## src/core/serial_port_pkg.sv

```systemverilog
// Purpose: Constants and carrier types for the serial control port registers.
// Assumes: 16-bit instructions; register address is 13 bits wide.
package serial_port_pkg;

  // ==========================================================
  // Register offsets
  localparam logic [12:0] ADDR_CONFIG = 13'h000;
  localparam logic [12:0] ADDR_VARIANT = 13'h003;
  localparam logic [12:0] ADDR_READBACK = 13'h004;
  localparam logic [12:0] ADDR_VCO_DIV = 13'h1e0;
  localparam logic [12:0] ADDR_CLK_IN = 13'h1e1;
  localparam logic [12:0] ADDR_PD_SYNC = 13'h230;
  localparam logic [12:0] ADDR_UPDATE = 13'h232;

  // ==========================================================
  // Reset values
  localparam logic [7:0] CONFIG_RST = 8'h18;
  localparam logic [7:0] READBACK_RST = 8'h00;
  localparam logic [7:0] VCO_DIV_RST = 8'h02;
  localparam logic [7:0] CLK_IN_RST = 8'h00;
  localparam logic [7:0] PD_SYNC_RST = 8'h00;
  localparam logic [7:0] UPDATE_RST = 8'h00;
  // Arbitrary neutral value, not tied to any real part
  localparam logic [7:0] VARIANT_ID_DEFAULT = 8'ha5;

  // ==========================================================
  // Field positions
  localparam int CFG_PIN_SEL_BIT = 0;
  localparam int CFG_LSB_FIRST_BIT = 1;
  localparam int CFG_SOFT_RST_BIT = 2;
  localparam int CFG_LONG_INSTR_BIT = 3;
  localparam logic [7:0] CFG_SOFT_RST_KEEP = 8'h24;
  localparam int READBACK_ACTIVE_BIT = 0;
  localparam int UPDATE_BIT = 0;
  localparam int INSTR_RW_BIT = 15;
  localparam int INSTR_LEN_MSB = 14;
  localparam int INSTR_LEN_LSB = 13;

  // ==========================================================
  // Counts
  localparam logic [4:0] INSTR_LAST_BIT = 5'd15;
  localparam logic [2:0] BYTE_LAST_BIT = 3'd7;
  localparam logic [1:0] LEN_STREAM = 2'b11;

  // ==========================================================
  // Types
  typedef enum logic [1:0] {
    ST_IDLE = 2'b00,
    ST_INSTR = 2'b01,
    ST_DATA = 2'b10,
    ST_DONE = 2'b11
  } port_state_t;

  typedef struct packed {
    logic csb_n;
    logic sclk;
    logic sdio;
  } serial_pins_t;

  typedef struct packed {
    logic [7:0] vco_div;
    logic [7:0] clk_in;
    logic [7:0] pd_sync;
  } active_regs_t;

endpackage : serial_port_pkg

```

## src/core/serial_port_config_regs.sv

```systemverilog
// Purpose: Serial control port slave with configuration and buffered registers.
// Assumes: Port pins are asynchronous to clk and are sampled by it.
// Notes: Port control bits act at once; device registers act on update.
`timescale 1ns/1ps

module serial_port_config_regs
#(
  parameter logic [7:0] VARIANT_ID = serial_port_pkg::VARIANT_ID_DEFAULT
)
(
  input wire logic clk,
  input wire logic rstn,
  input wire serial_port_pkg::serial_pins_t pins,
  output logic sdio_data,
  output logic sdio_oe,
  output logic serial_output_pin,
  output logic serial_output_pin_oe,
  output serial_port_pkg::active_regs_t active_regs,
  output logic [7:0] port_config
);
  import serial_port_pkg::*;

  // ==========================================================
  // Pin synchronisers
  serial_pins_t pins_s1_q;
  serial_pins_t pins_s2_q;
  logic sclk_prev_q;
  logic sclk_rise;
  logic sclk_fall;
  logic cs_act;

  // Two stages before anything reads the pins
  always_ff @(posedge clk or negedge rstn)
  begin
    if (!rstn)
    begin
      pins_s1_q <= '{csb_n: 1'b1, sclk: 1'b0, sdio: 1'b0};
      pins_s2_q <= '{csb_n: 1'b1, sclk: 1'b0, sdio: 1'b0};
      sclk_prev_q <= 1'b0;
    end
    else
    begin
      pins_s1_q <= pins;
      pins_s2_q <= pins_s1_q;
      sclk_prev_q <= pins_s2_q.sclk;
    end
  end

  // Edge detection on the synchronised clock only
  assign sclk_rise = pins_s2_q.sclk & ~sclk_prev_q;
  assign sclk_fall = ~pins_s2_q.sclk & sclk_prev_q;
  assign cs_act = ~pins_s2_q.csb_n;

  // ==========================================================
  // Register storage
  logic [7:0] cfg_q;
  logic [7:0] rb_sel_q;
  logic [7:0] vco_buf_q;
  logic [7:0] clk_buf_q;
  logic [7:0] pd_buf_q;
  logic [7:0] upd_q;
  active_regs_t act_q;
  logic lsb_first;
  logic soft_rst;

  assign lsb_first = cfg_q[CFG_LSB_FIRST_BIT];
  assign soft_rst = cfg_q[CFG_SOFT_RST_BIT];

  // ==========================================================
  // Serial framing
  port_state_t state_q;
  logic [15:0] sh_q;
  logic [15:0] sh_d;
  logic [4:0] icnt_q;
  logic [2:0] bcnt_q;
  logic [12:0] addr_q;
  logic [1:0] left_q;
  logic stream_q;
  logic rd_q;
  logic [7:0] tx_q;
  logic rd_drive_q;
  logic dout_q;
  logic we_q;
  logic [12:0] wa_q;
  logic [7:0] wd_q;
  logic [7:0] rdata;

  // Incoming bit placed by the selected order
  always_comb
  begin
    if (lsb_first)
      sh_d = {pins_s2_q.sdio, sh_q[15:1]};
    else
      sh_d = {sh_q[14:0], pins_s2_q.sdio};
  end

  // Read mux: bank chosen by readback select
  always_comb
  begin
    rdata = 8'h00;
    case (addr_q)
      ADDR_CONFIG: rdata = cfg_q;
      ADDR_VARIANT: rdata = VARIANT_ID;
      ADDR_READBACK: rdata = rb_sel_q;
      ADDR_VCO_DIV:
        rdata = rb_sel_q[READBACK_ACTIVE_BIT] ? act_q.vco_div : vco_buf_q;
      ADDR_CLK_IN:
        rdata = rb_sel_q[READBACK_ACTIVE_BIT] ? act_q.clk_in : clk_buf_q;
      ADDR_PD_SYNC:
        rdata = rb_sel_q[READBACK_ACTIVE_BIT] ? act_q.pd_sync : pd_buf_q;
      ADDR_UPDATE: rdata = upd_q;
      default: rdata = 8'h00;
    endcase
  end

  // Frame state: instruction, data bytes, then wait for deselect
  always_ff @(posedge clk or negedge rstn)
  begin
    if (!rstn)
    begin
      state_q <= ST_IDLE;
      sh_q <= 16'h0000;
      icnt_q <= 5'd0;
      bcnt_q <= 3'd0;
      addr_q <= 13'h0000;
      left_q <= 2'b00;
      stream_q <= 1'b0;
      rd_q <= 1'b0;
      we_q <= 1'b0;
      wa_q <= 13'h0000;
      wd_q <= 8'h00;
    end
    else
    begin
      we_q <= 1'b0;
      if (!cs_act)
      begin
        state_q <= ST_IDLE;
        icnt_q <= 5'd0;
        bcnt_q <= 3'd0;
      end
      else if (sclk_rise)
      begin
        sh_q <= sh_d;
        case (state_q)
          ST_IDLE, ST_INSTR:
          begin
            // Always a 16-bit instruction; length bit is not consulted
            if (icnt_q == INSTR_LAST_BIT)
            begin
              rd_q <= sh_d[INSTR_RW_BIT];
              left_q <= sh_d[INSTR_LEN_MSB:INSTR_LEN_LSB];
              stream_q <= (sh_d[INSTR_LEN_MSB:INSTR_LEN_LSB] == LEN_STREAM);
              addr_q <= sh_d[12:0];
              bcnt_q <= 3'd0;
              state_q <= ST_DATA;
            end
            else
            begin
              icnt_q <= icnt_q + 5'd1;
              state_q <= ST_INSTR;
            end
          end
          ST_DATA:
          begin
            bcnt_q <= bcnt_q + 3'd1;
            if (bcnt_q == BYTE_LAST_BIT)
            begin
              if (!rd_q)
              begin
                we_q <= 1'b1;
                wa_q <= addr_q;
                wd_q <= lsb_first ? sh_d[15:8] : sh_d[7:0];
              end
              // Step address per byte by bit order
              if (lsb_first)
                addr_q <= addr_q + 13'd1;
              else
                addr_q <= addr_q - 13'd1;
              if (!stream_q && left_q == 2'b00)
                state_q <= ST_DONE;
              else if (!stream_q)
                left_q <= left_q - 2'b01;
            end
          end
          ST_DONE: state_q <= ST_DONE;
          default: state_q <= ST_IDLE;
        endcase
      end
    end
  end

  // ==========================================================
  // Read data launch on falling edges
  always_ff @(posedge clk or negedge rstn)
  begin
    if (!rstn)
    begin
      tx_q <= 8'h00;
      dout_q <= 1'b0;
      rd_drive_q <= 1'b0;
    end
    else if (!cs_act)
    begin
      rd_drive_q <= 1'b0;
    end
    else if (sclk_fall && state_q == ST_DATA && rd_q)
    begin
      rd_drive_q <= 1'b1;
      if (bcnt_q == 3'd0)
      begin
        // Fetch at byte start so address steps are seen
        dout_q <= lsb_first ? rdata[0] : rdata[7];
        tx_q <= lsb_first ? {1'b0, rdata[7:1]} : {rdata[6:0], 1'b0};
      end
      else
      begin
        dout_q <= lsb_first ? tx_q[0] : tx_q[7];
        tx_q <= lsb_first ? {1'b0, tx_q[7:1]} : {tx_q[6:0], 1'b0};
      end
    end
    else if (sclk_fall && state_q == ST_DONE)
    begin
      rd_drive_q <= 1'b0;
    end
  end

  // ==========================================================
  // Pin drivers; registered so outputs come from flip-flops
  always_ff @(posedge clk or negedge rstn)
  begin
    if (!rstn)
    begin
      sdio_data <= 1'b0;
      sdio_oe <= 1'b0;
      serial_output_pin <= 1'b0;
      serial_output_pin_oe <= 1'b0;
    end
    else
    begin
      sdio_data <= dout_q;
      sdio_oe <= rd_drive_q & ~cfg_q[CFG_PIN_SEL_BIT];
      serial_output_pin <= dout_q;
      // Output pin stays released unless unidirectional mode
      serial_output_pin_oe <= cs_act & cfg_q[CFG_PIN_SEL_BIT];
    end
  end

  // ==========================================================
  // Port control registers act immediately
  always_ff @(posedge clk or negedge rstn)
  begin
    if (!rstn)
    begin
      cfg_q <= CONFIG_RST;
      rb_sel_q <= READBACK_RST;
    end
    else if (we_q && wa_q == ADDR_CONFIG)
    begin
      // Host is trusted to mirror the nibbles
      cfg_q <= wd_q;
    end
    else if (soft_rst)
    begin
      // Bit stays set until the host writes it clear
      cfg_q <= CONFIG_RST | (cfg_q & CFG_SOFT_RST_KEEP);
      rb_sel_q <= READBACK_RST;
    end
    else if (we_q && wa_q == ADDR_READBACK)
    begin
      rb_sel_q <= {7'h00, wd_q[READBACK_ACTIVE_BIT]};
    end
  end

  // Buffer copies: serial writes land only here
  always_ff @(posedge clk or negedge rstn)
  begin
    if (!rstn)
    begin
      vco_buf_q <= VCO_DIV_RST;
      clk_buf_q <= CLK_IN_RST;
      pd_buf_q <= PD_SYNC_RST;
    end
    else if (soft_rst)
    begin
      vco_buf_q <= VCO_DIV_RST;
      clk_buf_q <= CLK_IN_RST;
      pd_buf_q <= PD_SYNC_RST;
    end
    else if (we_q)
    begin
      case (wa_q)
        ADDR_VCO_DIV: vco_buf_q <= wd_q;
        ADDR_CLK_IN: clk_buf_q <= wd_q;
        ADDR_PD_SYNC: pd_buf_q <= wd_q;
        default: vco_buf_q <= vco_buf_q;
      endcase
    end
  end

  // Update strobe: a new write wins over the self-clear
  always_ff @(posedge clk or negedge rstn)
  begin
    if (!rstn)
      upd_q <= UPDATE_RST;
    else if (soft_rst)
      upd_q <= UPDATE_RST;
    else if (we_q && wa_q == ADDR_UPDATE && wd_q[UPDATE_BIT])
      upd_q <= 8'h01;
    else
      upd_q <= UPDATE_RST;
  end

  // Active copies change only on update transfer or soft reset
  always_ff @(posedge clk or negedge rstn)
  begin
    if (!rstn)
      act_q <= '{vco_div: VCO_DIV_RST, clk_in: CLK_IN_RST, pd_sync: PD_SYNC_RST};
    else if (soft_rst)
      act_q <= '{vco_div: VCO_DIV_RST, clk_in: CLK_IN_RST, pd_sync: PD_SYNC_RST};
    else if (upd_q[UPDATE_BIT])
      act_q <= '{vco_div: vco_buf_q, clk_in: clk_buf_q, pd_sync: pd_buf_q};
  end

  // ==========================================================
  // Outputs
  assign active_regs = act_q;
  assign port_config = cfg_q;

endmodule : serial_port_config_regs

```

## config.mk

```make
export PLATFORM = sky130hd
export DESIGN_NAME = serial_port_config_regs
export DESIGN_NICKNAME = d
export VERILOG_FILES = /design/src/core/serial_port_pkg.sv /design/src/core/serial_port_config_regs.sv
export SDC_FILE = /design/constraint.sdc
export NUM_CORES = 1
export LEC_CHECK = 0
export BUFFER_PORTS_ARGS = -buffer_cell sky130_fd_sc_hd__clkbuf_2
export CAP_MARGIN = 20
export CORE_MARGIN = 2
export CORE_UTILIZATION = 60
export CTS_CLUSTER_SIZE = 40
export DETAILED_ROUTE_END_ITERATION = 16
export GPL_ROUTABILITY_DRIVEN = 0
export PLACE_DENSITY = 0.79
export SLEW_MARGIN = 0
export SYNTH_ARGS = -nofsm -noshare
export SYNTH_HDL_FRONTEND = slang
export SYNTH_SLANG_ARGS = --single-unit
```

## constraint.sdc

```tcl
create_clock -name clk -period 5.75 [get_ports clk]
set_input_delay 1.15 -clock clk [delete_from_list [all_inputs] [get_ports clk]]
set_output_delay 1.15 -clock clk [all_outputs]
set_load 0.1 [all_outputs]
```

==> out/results.ini, run 1 <==
[outcome]
status=completed

[critical_path]
rr_startpoint=port_config[1]
reg2reg_to=addr_q[9]
rrSetupSlack_ps=2890
crit_path_end_kind=register
cp.required_ps=6060
cp.arrival_ps=3160
critPathKind=reg2reg
r2r.worst_path.cells=9
crit_path_start_kind=register
path_max_fanout=44

[synth]
syn_inst=721
yosys.area_share.adder_pct=3.19
synth_top_area_share_pct=47.0
synthXorXnorAreaFrac_pct=1.20
synthSimpleGateAreaFrac_pct=16.1
synth_area_um2=7300
synth.most_common_cell=dfrtp_1
synth_area_per_cell_um2=10.1
ys_top_cells_by_area=dfrtp_1 47%, mux2i_1 11%, nor2_1 5.1%
synth_top_family_by_area=simple AND/OR/NAND/NOR gates
synth_area_leader_cell=dfrtp_1
seq_area_frac_synth_pct=49.1
synth_seq_cells=143
syn-num-nets=744
synthMuxAreaShare_pct=14.4
synthTopCellsByCount=137 x dfrtp_1, 100 x nor2_1, 78 x mux2i_1
async_flop_share_pct=100
synth_edf_count=0
ys_warn_count=0
synth_compound_area_share_pct=13.0
synthFlopType=dfrtp_1
yosysUniqueCellTypes=67

[min_path]
hold_path_depth=0
hold_path.startpoint=pins_s1_q[1]
min_path_type=reg2reg
hold_end=pins_s2_q[1]

[floorplanning]
fp-row-count=40
die_h_um=114
die_x_um=114
dieArea_um2=13100
io_pins=41
core_area_um2=12000
initial_core_util_pct=61.0

[clock_network]
max-clock-path-buffers=2
clock_sinks=143
clkLatencyLatePin_ps=430
cts_hold_buffers=0
path_clk_slew_ps=60
postCtsSetupRepairBufs=0
ctsResizeCount=0
htreeDepth=4
numCtsBuffers=17
cts_tree=yes
cts_root_buf=clkbuf_16

[layout]
area_delta_synth_final_pct=12.2
fin_nets=771
fin_util_pct=68.5
antennaDiodeCount=0
drive_above_1_share_pct=15.5

[route]
ant_nets=0
drt-total-wl_mm=16.9
drt_iter0_drc=450
dr.pass1.iters=5
avgRoutedWirePerCell_um=18.6
viasPerCell=6.19
drc_errors=0
vias=5620

[sta]
hold_viol=0
post-route-period-util_pct=49.7
fin_crit_ps=2860
slew_headroom_pct=37.5
tightest_slew_ps=938
setup_tns_ps=0
holdWs_ps=349
setup_violations=0
clock.fmax_mhz=350
rsz0062_at_grt=no
final_max_slew_viol_count=0
finClkSkew_ps=8.44

[grt]
grt_pass1_vias=5657
grt_pass1_wl_mm=28.2
grt_use_total_pct=27.9
grt_max_degree=104
antenna_found_initial=0
grt.overflow.total=0

[power_and_ir_drop]
vdd_drop_max_mv=0.191
leakagePower_nw=3.98
power_density_nw_per_um2=280
finalPower_mw=2.30

[placed_design]
io_buffers=40
dp_hpwl_mm=11.5

[job]
maxCapViolations=0

## per-layer routing
| layer | GRT usage [%] | vias to the layer above | wire, um |
|---|---|---|---|
| met1 | 35.9 | 2766 | 7230 |
| li1 | - | 2646 | - |
| met5 | 0 | - | 0 |
| met4 | 10.9 | 0 | 374 |
| met2 | 46.7 | 176 | 8460 |
| met3 | 5.56 | 32 | 864 |
## power breakdown
part           internal [mW]  switching, mW
Clock                  0.694          0.410
Sequential              1.04         0.0353
Combinational         0.0408         0.0753
## through the flow
stage / cell area (um^2) / worst slack [ps] / cells
floorplan: 7300 / 2720 / 721
global placement: 7590 / 2970 / 876
detailed placement: 7590 / 2930 / 876
CTS: 8190 / 2910 / 908
global route: 8190 / 2640 / 908
finish: 8190 / 2890 / 908
## worst max-delay path, stage by stage, from the launching register on
cell	delay, ps
dfrtp_1	320
buf_4	380
inv_2	310
ha_1	450
a21oi_1	180
a21boi_0	170
or3_1	420
a31oi_1	220
mux2i_1	200
nand2_1	70
## layout by cell type (no fill, tap or decap), types with 6 or more instances in the layout
| cell type | instances |
|---|---|
| xor2_1 | 7 |
| dfrtp_1 | 136 |
| nor2b_1 | 16 |
| clkbuf_16 | 17 |
| mux2_2 | 22 |
| nand3_1 | 14 |
| and3_1 | 7 |
| ha_1 | 17 |
| a21oi_1 | 65 |
| inv_1 | 12 |
| nand2_1 | 38 |
| mux2i_1 | 78 |
| o21ai_0 | 33 |
| or3_1 | 7 |
| a22oi_1 | 6 |
| nor3_1 | 16 |
| nor2_1 | 100 |
| a31oi_1 | 7 |
| dfstp_2 | 6 |
| nand4_1 | 6 |
| buf_4 | 8 |
| o22ai_1 | 8 |
| clkbuf_2 | 39 |
## how the worst max path moves through the flow
stage                         from             end  slack (ps)  depth (start not counted)
floorplan           port_config[1]       addr_q[9]        2720                          9
CTS                 port_config[1]  port_config[1]        2910                          2
finish              port_config[1]       addr_q[9]        2890                          9
global placement    port_config[1]       addr_q[9]        2970                          9
detailed placement  port_config[1]       addr_q[9]        2930                          9
global route        port_config[1]      addr_q[10]        2640                          9
## kinds of logic (layout without fill, tap and decap cells)
| family | after synthesis | count (layout) |
|---|---|---|
| compound gates | 158 | 158 |
| buf+inv | 53 | 93 |
| mux | 101 | 101 |
| fa+ha+maj | 18 | 18 |
| xor+xnor | 10 | 10 |
| flops | 143 | 143 |
| simple gates | 238 | 238 |
## sequential cells by signal, indices dropped and copies added, names as in the netlist, 5 cells and up
signal / cells
wa_q: 13
tx_q: 8
wd_q: 8
icnt_q: 5
port_config: 8
sh_q: 16
vco_buf_q: 8
active_regs: 24
pd_buf_q: 8
clk_buf_q: 8
addr_q: 13
## layout make-up
class	instances	area (um^2)
repair buffers	48	267
clock inverters	9	106
well taps	147	184
clock buffers	23	498
inverters	13	48.8
multi-input cells	525	3500
flip-flops and latches	143	3590
fillers	915	3770
(Power assumes the default switching activity.)
==> inputs of run 2 (changes only) <==
==> constraint.sdc (replaced) <==
create_clock -name clk -period 2.85 [get_ports clk]
set_input_delay 0.57 -clock clk [delete_from_list [all_inputs] [get_ports clk]]
set_output_delay 0.57 -clock clk [all_outputs]
set_load 0.1 [all_outputs]
==> run 2 against run 1 <==
Against the previous run:
- clock power up 89%
- first-iteration DRC count down 3.8%
- utilization up 0.29 points
- fmax up 13%
- final cell count up 0.99%
- largest power group is now registers
- highest routed layer unchanged
==> out/results.ini, run 2 (synthesized netlist as in run 1, its figures left out) <==
[outcome]
status=completed  ; unchanged

[clock_network]
max-clock-path-buffers=2  ; unchanged
cts_hold_buffers=0  ; unchanged
numCtsBuffers=17  ; unchanged
cts_tree=yes  ; unchanged
postCtsSetupRepairBufs=0  ; unchanged
cts_root_buf=clkbuf_16  ; unchanged
clock_sinks=143  ; unchanged
path_clk_slew_ps=60  ; about the same
htreeDepth=4  ; unchanged
clkLatencyLatePin_ps=420  ; was 430 ps
ctsResizeCount=0  ; unchanged

[route]
vias=5768  ; was 5620
drt_iter0_drc=433  ; was 450
drt-total-wl_mm=17.1  ; was 16.9 mm
ant_nets=0  ; unchanged
avgRoutedWirePerCell_um=18.7  ; was 18.6 um
drc_errors=0  ; unchanged
dr.pass1.iters=5  ; unchanged
viasPerCell=6.29  ; was 6.19

[critical_path]
r2r.worst_path.cells=6  ; was 9
rrSetupSlack_ps=320  ; was 2890 ps
rr_startpoint=addr_q[9]  ; was port_config[1]
path_max_fanout=8  ; was 44
crit_path_end_kind=register  ; unchanged
crit_path_start_kind=register  ; unchanged
crit_chain=or4_1, nor3_2, a22oi_1, a31oi_1, mux2i_1, o21ai_1  ; was buf_4, inv_2, ha_1, a21oi_1, a21boi_0, or3_1, a31oi_1, mux2i_1, nand2_1
crit_path_end=tx_q[3]  ; was addr_q[9]
reg2reg_to=tx_q[3]  ; was addr_q[9]
slowest_stage=or4_1  ; was ha_1
critical_path.max_stage_delay_ps=680  ; was 450 ps
critPathKind=reg2reg  ; unchanged
cp.arrival_ps=2880  ; was 3160 ps
startpoint=addr_q[9]  ; was port_config[1]
cp.required_ps=3200  ; was 6060 ps

[grt]
top_usage_layer=met2  ; unchanged
grt_pass1_wl_mm=28.0  ; was 28.2 mm
grt_max_degree=65  ; was 104
antenna_found_initial=0  ; unchanged
met1_usage_pct=34.9  ; was 35.9%
grt_use_total_pct=27.8  ; was 27.9%
grtUsageMet3_pct=6.19  ; was 5.56%
grt.overflow.total=0  ; unchanged
use_met2_pct=45.5  ; was 46.7%
grt_pass1_vias=5730  ; was 5657

[sta]
setup_violations=0  ; unchanged
finClkSkew_ps=6.74  ; was 8.44 ps
slew_headroom_pct=45.2  ; was 37.5%
tightest_slew_ps=816  ; was 938 ps
fin_crit_ps=2530  ; was 2860 ps
post-route-period-util_pct=88.8  ; was 49.7%
final_max_slew_viol_count=0  ; unchanged
hold_viol=0  ; unchanged
rsz0062_at_grt=no  ; unchanged
setup_tns_ps=0  ; unchanged
worst_slack_ps=320  ; was 2890 ps
clock.fmax_mhz=395  ; was 350 MHz

[layout]
drive_above_1_share_pct=16.2  ; was 15.5%
layout_common_cells=135 x dfrtp_1, 100 x nor2_1, 78 x mux2i_1, 65 x a21oi_1, 39 x clkbuf_2  ; was 136 x dfrtp_1, 100 x nor2_1, 78 x mux2i_1, 65 x a21oi_1, 39 x clkbuf_2
fin_nets=780  ; was 771
antennaDiodeCount=0  ; unchanged
largest_reg_flops=24  ; unchanged
area_delta_synth_final_pct=12.7  ; was 12.2%
final_common_cell=dfrtp_1  ; unchanged

[floorplanning]
initial_core_util_pct=61.0  ; unchanged
die_h_um=114  ; unchanged
die_x_um=114  ; unchanged
dieArea_um2=13100  ; unchanged
io_pins=41  ; unchanged
fp-row-count=40  ; unchanged
core_area_um2=12000  ; unchanged

[placed_design]
dp_hpwl_mm=11.8  ; was 11.5 mm
io_buffers=40  ; unchanged
dp_slack_ps=358  ; was 2930 ps

[power_and_ir_drop]
leakagePower_nw=4.01  ; was 3.98 nW
vdd_drop_max_mv=0.415  ; was 0.191 mV
power_density_nw_per_um2=545  ; was 280 nW/um^2

[min_path]
min_path_type=in2async  ; was reg2reg

[job]
maxCapViolations=0  ; unchanged

## run 2: cell count changes in the layout (fill, tap and decap cells not counted), moves of 2 or more
cell        delta
clkinvlp_4     -2
buf_4          +8
clkinv_2       +2
clkbuf_1       +3
## run 2: how the worst min path moves through the flow
stage | to | startpoint | slack, ps | cells after the start
CTS | wa_q[2] | rstn | 150 | 1
global placement | pins_s2_q[1] | pins_s1_q[1] | 330 | 0
finish | active_regs[16] | rstn | 120 | 1
floorplan | active_regs[0] | rstn | 270 | 0
global route | active_regs[0] | rstn | 160 | 1
detailed placement | pins_s2_q[0] | pins_s1_q[0] | 350 | 0
## run 2: layer usage
layer / wire length (um) / part of all wire (%)
met1: 7280 / 43
met2: 8420 / 49
met3: 842 / 4.9
met4: 562 / 3.3
met5: 0 / 0
## run 2: area by class of cell
cell class | count | area (um^2)
Clock buffer | 25 | 495
Clock inverter | 7 | 62.6
Fill cell | 925 | 3740
Inverter | 13 | 48.8
Multi-Input combinational cell | 525 | 3500
Sequential cell | 143 | 3590
Tap cell | 147 | 184
Timing Repair Buffer | 57 | 347
## run 2: stage by stage
step                      cells  power, mW  util (%)  instance area [um^2]  hold WS [ps]
after floorplan             721       2.32         -                  7300           274
after global placement      885       2.42      64.1                  7670           332
after detailed placement    885       2.44      64.1                  7670           346
after CTS                   917       4.51      68.8                  8230           147
after global routing        917       4.65      68.8                  8230           158
final                       917       4.49      68.8                  8230           122
## run 2: power breakdown
| group | switching, mW | internal [mW] |
|---|---|---|
| sequential | 0.0731 | 2.10 |
| clock | 0.798 | 1.28 |
| combinational | 0.147 | 0.0854 |
## run 2: worst max-delay path, delay by kind of cell (launching register included)
family | cells | cell delay, ps
multiplexers | 1 | 120
flip-flops | 1 | 470
AND/OR/NAND/NOR | 2 | 1210
AO/OA/AOI/OAI | 3 | 650
